## src/asr_defs.vh

```
// Purpose: Shared constants for the serial readout and conversion control block
// Assumes: 10 MHz system clock; times in ns unless named otherwise
// Notes:   Cycle counts derive from these times in the top module
`ifndef ASR_DEFS_VH
`define ASR_DEFS_VH

// ************************************************************
// Clock and frame
// ************************************************************
`define ASR_CLK_NS        100
`define ASR_FRAME_BITS    32
`define ASR_CNT_W         6
`define ASR_SCK_DIV       8
`define ASR_SCK_HALF      3'h3
`define ASR_INIT_PICK     2'h2
`define ASR_INIT_DONE     2'h3

// ************************************************************
// Timing figures
// ************************************************************
`define ASR_T_CONV60_NS   133000000
`define ASR_T_CONV50_NS   160000000
`define ASR_T_DOUT_NS     1670000
`define ASR_DOUT_OSC      256
`define ASR_EXT_CONV_OSC  20510
`define ASR_EXT_MIN_HZ    2560
`define ASR_NS_PER_S      1000000000

// ************************************************************
// States
// ************************************************************
`define ASR_ST_CONVERT    2'h0
`define ASR_ST_SLEEP      2'h1
`define ASR_ST_DOUT       2'h2

`endif

```

## src/asr_fifo2.v

```verilog
// Purpose: Small result buffer with valid/ready on both sides
// Assumes: DEPTH is a power of two, AW its log2
// Notes:   Full refuses writes; empty refuses reads
module asr_fifo2 #(
    parameter W     = 31,
    parameter DEPTH = 2,
    parameter AW    = 1
) (
    input  wire         clk,
    input  wire         rst_b,
    input  wire         in_valid,
    output wire         in_ready,
    input  wire [W-1:0] in_data,
    output wire         out_valid,
    input  wire         out_ready,
    output wire [W-1:0] out_data
);
    reg [W-1:0] mem [0:DEPTH-1];
    reg [AW-1:0] wp_q;
    reg [AW-1:0] rp_q;
    reg [AW:0]   cnt_q;
    wire         wr;
    wire         rd;

    assign in_ready  = (cnt_q != DEPTH[AW:0]);
    assign out_valid = (cnt_q != {(AW+1){1'b0}});
    assign out_data  = mem[rp_q];
    assign wr        = in_valid & in_ready;
    assign rd        = out_valid & out_ready;

    always @(posedge clk) begin
        if (wr) begin
            mem[wp_q] <= in_data;
        end
    end

    always @(posedge clk or negedge rst_b) begin
        if (!rst_b) begin
            wp_q  <= {AW{1'b0}};
            rp_q  <= {AW{1'b0}};
            cnt_q <= {(AW+1){1'b0}};
        end else begin
            if (wr) begin
                wp_q <= wp_q + 1'b1;
            end
            if (rd) begin
                rp_q <= rp_q + 1'b1;
            end
            case ({wr, rd})
                2'b10:   cnt_q <= cnt_q + 1'b1;
                2'b01:   cnt_q <= cnt_q - 1'b1;
                default: cnt_q <= cnt_q;
            endcase
        end
    end
endmodule // asr_fifo2

```

## src/asr_readout.v

```verilog
// Purpose: Conversion sequencer and serial readout of a delta-sigma converter
// Assumes: Pins synchronous-ish, resynchronised here; result word from the core
// Notes:   Serial clock mode picked at reset release and on each chip select fall
`include "asr_defs.vh"

module asr_readout #(
    parameter CONV60_CYC  = `ASR_T_CONV60_NS / `ASR_CLK_NS,
    parameter CONV50_CYC  = `ASR_T_CONV50_NS / `ASR_CLK_NS,
    parameter OSC_TICK    = `ASR_T_DOUT_NS / `ASR_DOUT_OSC / `ASR_CLK_NS,
    parameter EXT_DET_CYC = `ASR_NS_PER_S / `ASR_EXT_MIN_HZ / `ASR_CLK_NS,
    parameter EXT_CONV    = `ASR_EXT_CONV_OSC,
    parameter RES_W       = 31,
    parameter CW          = 24
) (
    input  wire             clk,
    input  wire             rst_b,
    input  wire             cs_b,
    input  wire             sck_i,
    output reg              sck_o,
    output reg              sck_oe,
    output reg              sdo_o,
    output reg              sdo_oe,
    input  wire             rejection_freq_select,
    input  wire [RES_W-1:0] result_data,
    output reg              ext_osc_q,
    output reg              ext_sck_q,
    output reg  [1:0]       state_q
);

    // ************************************************************
    // Pin resynchronisation
    // ************************************************************
    wire [2:0] pin_raw;
    wire [2:0] pin_lvl;
    wire [2:0] pin_rise;
    wire [2:0] pin_fall;

    assign pin_raw = {rejection_freq_select, sck_i, cs_b};

    genvar gi;
    generate
        for (gi = 0; gi < 3; gi = gi + 1) begin : g_sync
            asr_sync_edge #(
                .RST_VAL (1'b1)
            ) u_sync (
                .clk     (clk),
                .rst_b   (rst_b),
                .din     (pin_raw[gi]),
                .level_q (pin_lvl[gi]),
                .rise    (pin_rise[gi]),
                .fall    (pin_fall[gi])
            );
        end
    endgenerate

    wire cs_lvl   = pin_lvl[0];
    wire cs_rise  = pin_rise[0];
    wire cs_fall  = pin_fall[0];
    wire sck_lvl  = pin_lvl[1];
    wire sck_rise = pin_rise[1];
    wire sck_fall = pin_fall[1];
    wire f0_lvl   = pin_lvl[2];
    wire f0_rise  = pin_rise[2];

    // ************************************************************
    // Helpers
    // ************************************************************
    function listening;
        input [1:0] st;
        begin
            listening = (st == `ASR_ST_SLEEP) || (st == `ASR_ST_DOUT);
        end
    endfunction

    // ************************************************************
    // External oscillator detection
    // ************************************************************
    // Two rises inside one window mark an oscillator; a single change
    // of the select level only picks 50 or 60 Hz rejection.
    reg [CW-1:0] det_cnt_q;

    always @(posedge clk or negedge rst_b) begin
        if (!rst_b) begin
            det_cnt_q <= EXT_DET_CYC[CW-1:0];
            ext_osc_q <= 1'b0;
        end else if (f0_rise) begin
            det_cnt_q <= {CW{1'b0}};
            ext_osc_q <= (det_cnt_q < EXT_DET_CYC[CW-1:0]);
        end else if (det_cnt_q >= EXT_DET_CYC[CW-1:0]) begin
            ext_osc_q <= 1'b0;
        end else begin
            det_cnt_q <= det_cnt_q + 1'b1;
        end
    end

    // ************************************************************
    // Conversion clock tick
    // ************************************************************
    // The internal oscillator is modelled as a divider of clk; without an external
    // oscillator its period sets the internal serial clock and the data output limit.
    reg [CW-1:0] osc_cnt_q;
    wire         int_tick = (osc_cnt_q == OSC_TICK[CW-1:0] - 1'b1);
    wire         conv_tick = ext_osc_q ? f0_rise : int_tick;

    always @(posedge clk or negedge rst_b) begin
        if (!rst_b) begin
            osc_cnt_q <= {CW{1'b0}};
        end else if (int_tick || ext_osc_q) begin
            osc_cnt_q <= {CW{1'b0}};
        end else begin
            osc_cnt_q <= osc_cnt_q + 1'b1;
        end
    end

    // ************************************************************
    // Result buffer
    // ************************************************************
    reg              push;
    reg              pop;
    wire             buf_in_ready;
    wire             buf_out_valid;
    wire [RES_W-1:0] buf_out_data;

    // Conversions stall rather than overwrite an unread word
    // Occupancy never exceeds one here, so the two entries are written in turn and no stall occurs

    asr_fifo2 #(
        .W     (RES_W),
        .DEPTH (2),
        .AW    (1)
    ) u_buf (
        .clk       (clk),
        .rst_b     (rst_b),
        .in_valid  (push),
        .in_ready  (buf_in_ready),
        .in_data   (result_data),
        .out_valid (buf_out_valid),
        .out_ready (pop),
        .out_data  (buf_out_data)
    );

    // ************************************************************
    // Serial clock mode selection
    // ************************************************************
    reg  [1:0] init_q;
    reg        ext_sck_d;
    wire       init_done = (init_q == `ASR_INIT_DONE);

    // The synchroniser shows its reset value for two edges after
    // release, so the power-up pick waits for the real pin level.
    always @* begin
        ext_sck_d = ext_sck_q;
        if (init_q == `ASR_INIT_PICK || (init_done && cs_fall)) begin
            ext_sck_d = ~sck_lvl;
        end
    end

    always @(posedge clk or negedge rst_b) begin
        if (!rst_b) begin
            init_q    <= 2'h0;
            ext_sck_q <= 1'b0;
        end else begin
            if (!init_done) begin
                init_q <= init_q + 2'h1;
            end
            ext_sck_q <= ext_sck_d;
        end
    end

    // ************************************************************
    // Internal serial clock generator
    // ************************************************************
    // Held low outside sleep and data output so no stray edge reaches the host
    reg  [2:0] half_q;
    wire       gen_on   = ~ext_sck_q & ~cs_lvl & listening(state_q);
    wire       gen_step = gen_on & conv_tick & (half_q == `ASR_SCK_HALF);
    wire       int_rise = gen_step & ~sck_o;
    wire       int_fall = gen_step & sck_o;

    always @(posedge clk or negedge rst_b) begin
        if (!rst_b) begin
            half_q <= 3'h0;
            sck_o  <= 1'b0;
            sck_oe <= 1'b0;
        end else begin
            // New mode gates the driver, so no clash with a host holding the pin low
            sck_oe <= ~ext_sck_d & ~cs_lvl & init_done;
            if (!gen_on) begin
                half_q <= 3'h0;
                sck_o  <= 1'b0;
            end else if (conv_tick) begin
                // Four ticks high, four low: one clock per eight ticks
                half_q <= (half_q == `ASR_SCK_HALF) ? 3'h0 : half_q + 1'b1;
                if (gen_step) begin
                    sck_o <= ~sck_o;
                end
            end
        end
    end

    wire rise_ev = ext_sck_q ? sck_rise : int_rise;
    wire fall_ev = ext_sck_q ? sck_fall : int_fall;

    // ************************************************************
    // Sequencer
    // ************************************************************
    reg [1:0]                 state_d;
    reg [CW-1:0]              conv_cnt_q;
    reg [CW-1:0]              conv_cnt_d;
    reg [`ASR_FRAME_BITS-1:0] shift_q;
    reg [`ASR_FRAME_BITS-1:0] shift_d;
    reg [`ASR_CNT_W-1:0]      bit_q;
    reg [`ASR_CNT_W-1:0]      bit_d;
    reg                       conv_done;
    reg [CW-1:0]              conv_len;

    // Length follows the select input live; a change mid-conversion
    // spoils only that result.
    always @* begin
        if (ext_osc_q) begin
            conv_len = EXT_CONV[CW-1:0];
        end else if (f0_lvl) begin
            conv_len = CONV50_CYC[CW-1:0];
        end else begin
            conv_len = CONV60_CYC[CW-1:0];
        end
    end

    // Pin events arrive three clocks after the pin moves; a host half
    // period under four clocks may be missed.
    always @* begin
        state_d    = state_q;
        conv_cnt_d = conv_cnt_q;
        shift_d    = shift_q;
        bit_d      = bit_q;
        push       = 1'b0;
        pop        = 1'b0;
        conv_done  = 1'b0;
        case (state_q)
            `ASR_ST_CONVERT: begin
                if (ext_osc_q ? f0_rise : 1'b1) begin
                    conv_cnt_d = conv_cnt_q + 1'b1;
                end
                if (conv_cnt_q >= conv_len - 1'b1) begin
                    conv_done = 1'b1;
                end
                // A full buffer holds the conversion open
                if (conv_done && buf_in_ready) begin
                    push    = 1'b1;
                    state_d = `ASR_ST_SLEEP;
                end
            end
            `ASR_ST_SLEEP: begin
                if (!cs_lvl && rise_ev && buf_out_valid) begin
                    pop     = 1'b1;
                    shift_d = {1'b0, buf_out_data};
                    bit_d   = {`ASR_CNT_W{1'b0}};
                    state_d = `ASR_ST_DOUT;
                end
            end
            `ASR_ST_DOUT: begin
                // Abort wins over a fall in the same cycle
                if (cs_rise) begin
                    conv_cnt_d = {CW{1'b0}};
                    state_d    = `ASR_ST_CONVERT;
                end else if (fall_ev) begin
                    shift_d = {shift_q[`ASR_FRAME_BITS-2:0], 1'b1};
                    bit_d   = bit_q + 1'b1;
                    if (bit_q == `ASR_FRAME_BITS - 1) begin
                        conv_cnt_d = {CW{1'b0}};
                        state_d    = `ASR_ST_CONVERT;
                    end
                end
            end
            default: begin
                conv_cnt_d = {CW{1'b0}};
                state_d    = `ASR_ST_CONVERT;
            end
        endcase
        if (state_d == `ASR_ST_CONVERT && state_q != `ASR_ST_CONVERT) begin
            conv_cnt_d = {CW{1'b0}};
        end
    end

    always @(posedge clk or negedge rst_b) begin
        if (!rst_b) begin
            state_q    <= `ASR_ST_CONVERT;
            conv_cnt_q <= {CW{1'b0}};
            shift_q    <= {`ASR_FRAME_BITS{1'b1}};
            bit_q      <= {`ASR_CNT_W{1'b0}};
        end else begin
            state_q    <= state_d;
            conv_cnt_q <= conv_cnt_d;
            shift_q    <= shift_d;
            bit_q      <= bit_d;
        end
    end

    // ************************************************************
    // Data pin
    // ************************************************************
    always @(posedge clk or negedge rst_b) begin
        if (!rst_b) begin
            sdo_o  <= 1'b1;
            sdo_oe <= 1'b0;
        end else begin
            sdo_oe <= ~cs_lvl;
            // Follows the next state so bit and clock edge leave together
            case (state_d)
                `ASR_ST_CONVERT: sdo_o <= 1'b1;
                `ASR_ST_SLEEP:   sdo_o <= 1'b0;
                `ASR_ST_DOUT:    sdo_o <= shift_d[`ASR_FRAME_BITS-1];
                default:         sdo_o <= 1'b1;
            endcase
        end
    end

endmodule // asr_readout

```

## src/asr_sync_edge.v

```verilog
// Purpose: Two-flop synchroniser with edge flags
// Assumes: Input may be asynchronous to clk
// Notes:   First flop feeds only the second flop
module asr_sync_edge #(
    parameter RST_VAL = 1'b1
) (
    input  wire clk,
    input  wire rst_b,
    input  wire din,
    output reg  level_q,
    output wire rise,
    output wire fall
);
    reg meta_q;
    reg prev_q;

    always @(posedge clk or negedge rst_b) begin
        if (!rst_b) begin
            meta_q  <= RST_VAL;
            level_q <= RST_VAL;
            prev_q  <= RST_VAL;
        end else begin
            meta_q  <= din;
            level_q <= meta_q;
            prev_q  <= level_q;
        end
    end

    assign rise = level_q & ~prev_q;
    assign fall = ~level_q & prev_q;
endmodule // asr_sync_edge

```

## config.mk

```make
export PLATFORM = sky130hd
export DESIGN_NAME = asr_readout
export DESIGN_NICKNAME = d
export VERILOG_FILES = /design/src/asr_fifo2.v /design/src/asr_readout.v /design/src/asr_sync_edge.v
export VERILOG_INCLUDE_DIRS = /design/src
export SDC_FILE = /design/constraint.sdc
export NUM_CORES = 1
export LEC_CHECK = 0
export BUFFER_PORTS_ARGS = -buffer_cell sky130_fd_sc_hd__buf_4
export CORE_ASPECT_RATIO = 1.5
export CORE_MARGIN = 8
export CORE_UTILIZATION = 32
export DETAILED_ROUTE_END_ITERATION = 7
export HOLD_SLACK_MARGIN = 0.1
export MAX_ROUTING_LAYER = met4
export PLACE_DENSITY = 0.54
export SLEW_MARGIN = 25
export SYNTH_ARGS = -nofsm -noshare
export SYNTH_HDL_FRONTEND = slang
export SYNTH_SLANG_ARGS = --single-unit
```

## constraint.sdc

```tcl
create_clock -name clk -period 5.35 [get_ports clk]
set_input_delay 0.2675 -clock clk [delete_from_list [all_inputs] [get_ports clk]]
set_output_delay 0.2675 -clock clk [all_outputs]
set_load 0.02 [all_outputs]
```

==> key figures <==
Synth
  • Post-synth EDFFs: 62
  • Mean Syn Cell Area: 11.20 sq um
  • #FFs+latches synth: 198
  • Post-Syn Nets: 888
  • Post-synthesis sequential area ratio: 0.5778
  • Async S/R FF share, synth: 0.6869
  • Syn Std Cell Area: 9216 sq um
  • Synth Warn #: 0
  • Mapped Cells: 823
  • Yosys cell types: 60
  • Prevailing post-synth register cell: dfrtp_1

Floorplan
  • Full die area: 34600 sq um
  • Starting Density: 0.3231
  • Width of the die: 154.6 um
  • FP Rows: 76
  • Die Y: 223.9 um
  • Area of the core: around 29000 sq um
  • Boundary Pins: 44

CTS
  • Register clock-pin slew on the reported worst setup and hold paths: 0.08 ns
  • Clk buf depth: 2
  • CTS Sinks: just under 200
  • Hold bufs inserted after CTS: 35
  • Clock Latency Late Sink: 0.45 ns
  • Depth of the CTS H-tree: 4
  • TritonCTS buffer count: 17
  • Post-CTS setup buffer count: 0
  • CTS root buffer: clkbuf_16
  • Post_cts resized: 0
  • CTS tree: done

Worst setup path
  • Crit start category: register
  • Register-to-Register Path Depth: 10
  • Reg-to-reg endpoint: conv_cnt_q[20]$_DFFE_PN0P_
  • WP data arrival: 4.13 ns
  • Reg-to-Reg Start: state_q[1]$_DFF_PN0_
  • CP Data Required Time: 5.72 ns
  • Crit Path Max Fanout: 34
  • Kind of end point of the critical path: register
  • Reg2reg setup slack: between 1.5 and 2 ns
  • CP Class: register to register

Timing
  • RSZ-0062 raised after global routing: false
  • Clock Skew: 0.01274 ns
  • Max Slew Vio Count: 0
  • TNS Setup: 0 ns
  • Final Setup Violations: 0
  • F_max: 265.9 MHz
  • Slew @ Worst Pin: 0.9813 ns
  • Count of final hold-check violations: 0
  • Tcrit/Tclk final: 0.7030
  • Final worst path period need: 3.761 ns
  • Slew Limit Headroom: 0.3458

Min path
  • Worst hold path endpoint: g_sync[1].u_sync.level_q$_DFF_PN1_
  • Hold path start: g_sync[1].u_sync.meta_q$_DFF_PN1_
  • Hold path cells: 0
  • Hold WC Path Type: register to register

Pwr
  • Clock network power share: 0.444
  • Comb power frac: 0.037
  • Leakage power: roughly 4.2 nW
  • Switching Share: 0.2251
  • Sequential Power Share: 0.519
  • PwrDens: 282.7 nW/um^2
  • Cell Int Power: 2.396 mW
  • Switching pwr: 0.6961 mW
  • Peak supply drop: 0.2425 mV

Detailed routing
  • Vias per Instance: 4.924
  • Drt pass-1 iters: 6
  • Drt drc: 0
  • Antenna Violating Nets Remaining: 0
  • Drt initial violations: 298
  • Post-DR wirelength/cell: 15.29 um
  • Vias: 6209
  • DRT Wirelength: 19.28 mm

Global routing
  • Initial antenna violation count: 0
  • Tot GR Track Use: 0.1225
  • First-pass GRT wire length: approximately 33 mm
  • Largest net degree at the start of global routing: 91
  • Total grt overflow: 0
  • Number of global-route vias before repair: approximately 6400

Final layout
  • Diode count: 0
  • Area growth syn-to-layout: 18.68%
  • FILL cells: 2802
  • Finished Cell Area: between 10000 and 15000 sq um
  • Share of cells above drive strength 1: 0.1670
  • # nets final: 962

Outcome
  • Status: completed

Flow run
  • Max cap viols: 0

Placement
  • Placed Area: 9947 sq um
  • Routability cong.: 0.7967
  • PortBufs: between 40 and 50
  • Detailed placement HPWL: 12.77 mm
worst max-delay path, stage by stage, from the launching register on:
cell	delay [ns]
dfrtp_1	0.49
inv_1	0.12
ha_1	0.29
buf_4	0.34
nand2_1	0.26
nor4_2	0.46
a211oi_4	0.15
o32ai_4	0.65
nand2_1	0.33
or3_1	0.43
a21oi_1	0.15
flip-flops by register name, summed over array words and instances (netlist names), 2 cells and up:
name,count
u_buf.mem,62
osc_cnt_q,24
g_sync.u_sync.prev_q,3
half_q,3
bit_q,6
conv_cnt_q,24
g_sync.u_sync.meta_q,3
state_q,2
u_buf.cnt_q,2
g_sync.u_sync.level_q,3
det_cnt_q,24
init_q,2
shift_q,32
through the flow:
stage | utilization | setup WS (ns) | hold slack (ns) | cells | power, mW
2_1_floorplan | - | 1.263 | -0.02809 | 823 | 1.668
3_3_place_gp | 0.3487 | 1.689 | 0.3458 | 1194 | 1.730
3_5_place_dp | 0.3487 | 1.542 | 0.3487 | 1194 | 1.732
4_1_cts | 0.3834 | 1.499 | 0.3550 | 1261 | 3.144
5_1_grt | 0.3834 | 1.306 | 0.3521 | 1261 | 3.214
6_report | 0.3834 | 1.589 | 0.3519 | 1261 | 3.093
kinds of logic after synthesis:
kind of cell,Yosys count,share of synthesized area
AOI/OAI and AO/OA,149,0.1120
xor gates and xnor gates,52,0.04942
adders and majority gates,29,0.03937
buffers and inverters,54,0.02308
DFF,198,0.5778
muxes,34,0.03693
other,2,0.0008149
and+or+nand+nor,305,0.1606
synth_stat cells, types with 9 or more instances:
| library cell | n | area share |
|---|---|---|
| ha_1 | 29 | 0.039 |
| nand4_1 | 16 | 0.011 |
| nand3_1 | 35 | 0.019 |
| clkbuf_1 | 29 | 0.012 |
| nor4_1 | 9 | 0.0061 |
| dfrtp_1 | 88 | 0.24 |
| o2bb2ai_1 | 30 | 0.029 |
| or3_1 | 10 | 0.0068 |
| a21oi_1 | 22 | 0.012 |
| xor2_1 | 42 | 0.040 |
| edfxtp_1 | 62 | 0.20 |
| nand2_1 | 99 | 0.040 |
| xnor2_1 | 10 | 0.0095 |
| dfstp_2 | 48 | 0.14 |
| inv_1 | 20 | 0.0081 |
| mux2i_1 | 34 | 0.037 |
| and2_1 | 11 | 0.0075 |
| nor2_1 | 73 | 0.030 |
| and3_1 | 20 | 0.014 |
| o21ai_0 | 54 | 0.029 |
metal layers:
metal / vias up / GRT usage / wire length, um / part of all wire
li1: 3080 / - / - / -
met1: 3057 / 0.1296 / 8289 / 0.43
met2: 55 / 0.2191 / 10300 / 0.53
met3: 17 / 0.02508 / 323 / 0.017
met4: 0 / 0.05011 / 361 / 0.019
met5: - / - / 0 / 0
cells in the final DEF, fill, tap and decap left out, types with 35 or more instances in the layout:
master	n
buf_4	52
dfrtp_1	87
dfstp_2	48
dlygate4sd3_1	35
edfxtp_1	62
nand2_1	99
nand3_1	35
nor2_1	70
o21ai_0	54
xor2_1	42
how the worst max path moves through the flow:
stage / startpoint / to / slack [ns] / cells after the start
3_3_place_gp: ext_osc_q$_DFFE_PN0P_ / u_buf.mem[1][30]$_DFFE_PP_ / 1.69 / 10
4_1_cts: ext_osc_q$_DFFE_PN0P_ / u_buf.mem[0][30]$_DFFE_PP_ / 1.50 / 10
2_1_floorplan: ext_osc_q$_DFFE_PN0P_ / u_buf.mem[0][0]$_DFFE_PP_ / 1.26 / 8
6_report: state_q[1]$_DFF_PN0_ / conv_cnt_q[20]$_DFFE_PN0P_ / 1.59 / 10
3_5_place_dp: ext_osc_q$_DFFE_PN0P_ / u_buf.mem[0][30]$_DFFE_PP_ / 1.54 / 10
5_1_grt: state_q[1]$_DFF_PN0_ / conv_cnt_q[21]$_DFFE_PN0P_ / 1.31 / 10
area by class of cell:
| cell class | count | area, sq um | share of cell area |
|---|---|---|---|
| Clock buffer | 17 | 425.4 | 0.03889 |
| Clock inverter | 15 | 215.2 | 0.01968 |
| Inverter | 21 | 78.83 | 0.007207 |
| Multi-Input combinational cell | 571 | 3701 | 0.3384 |
| Sequential cell | 198 | 5326 | 0.4870 |
| Tap cell | 351 | 439.2 | 0.04015 |
| Timing Repair Buffer | 88 | 752.0 | 0.06875 |
power groups by stage:
stage | logic (mW) | clock network (mW) | registers [mW]
final | 0.113 | 1.37 | 1.61
after global routing | 0.129 | 1.48 | 1.61
after CTS | 0.117 | 1.42 | 1.61
after detailed placement | 0.0971 | 0 | 1.63
after global placement | 0.0960 | 0 | 1.63
after floorplan | 0.0377 | 0 | 1.63
Power figures use the tool's default switching activity.
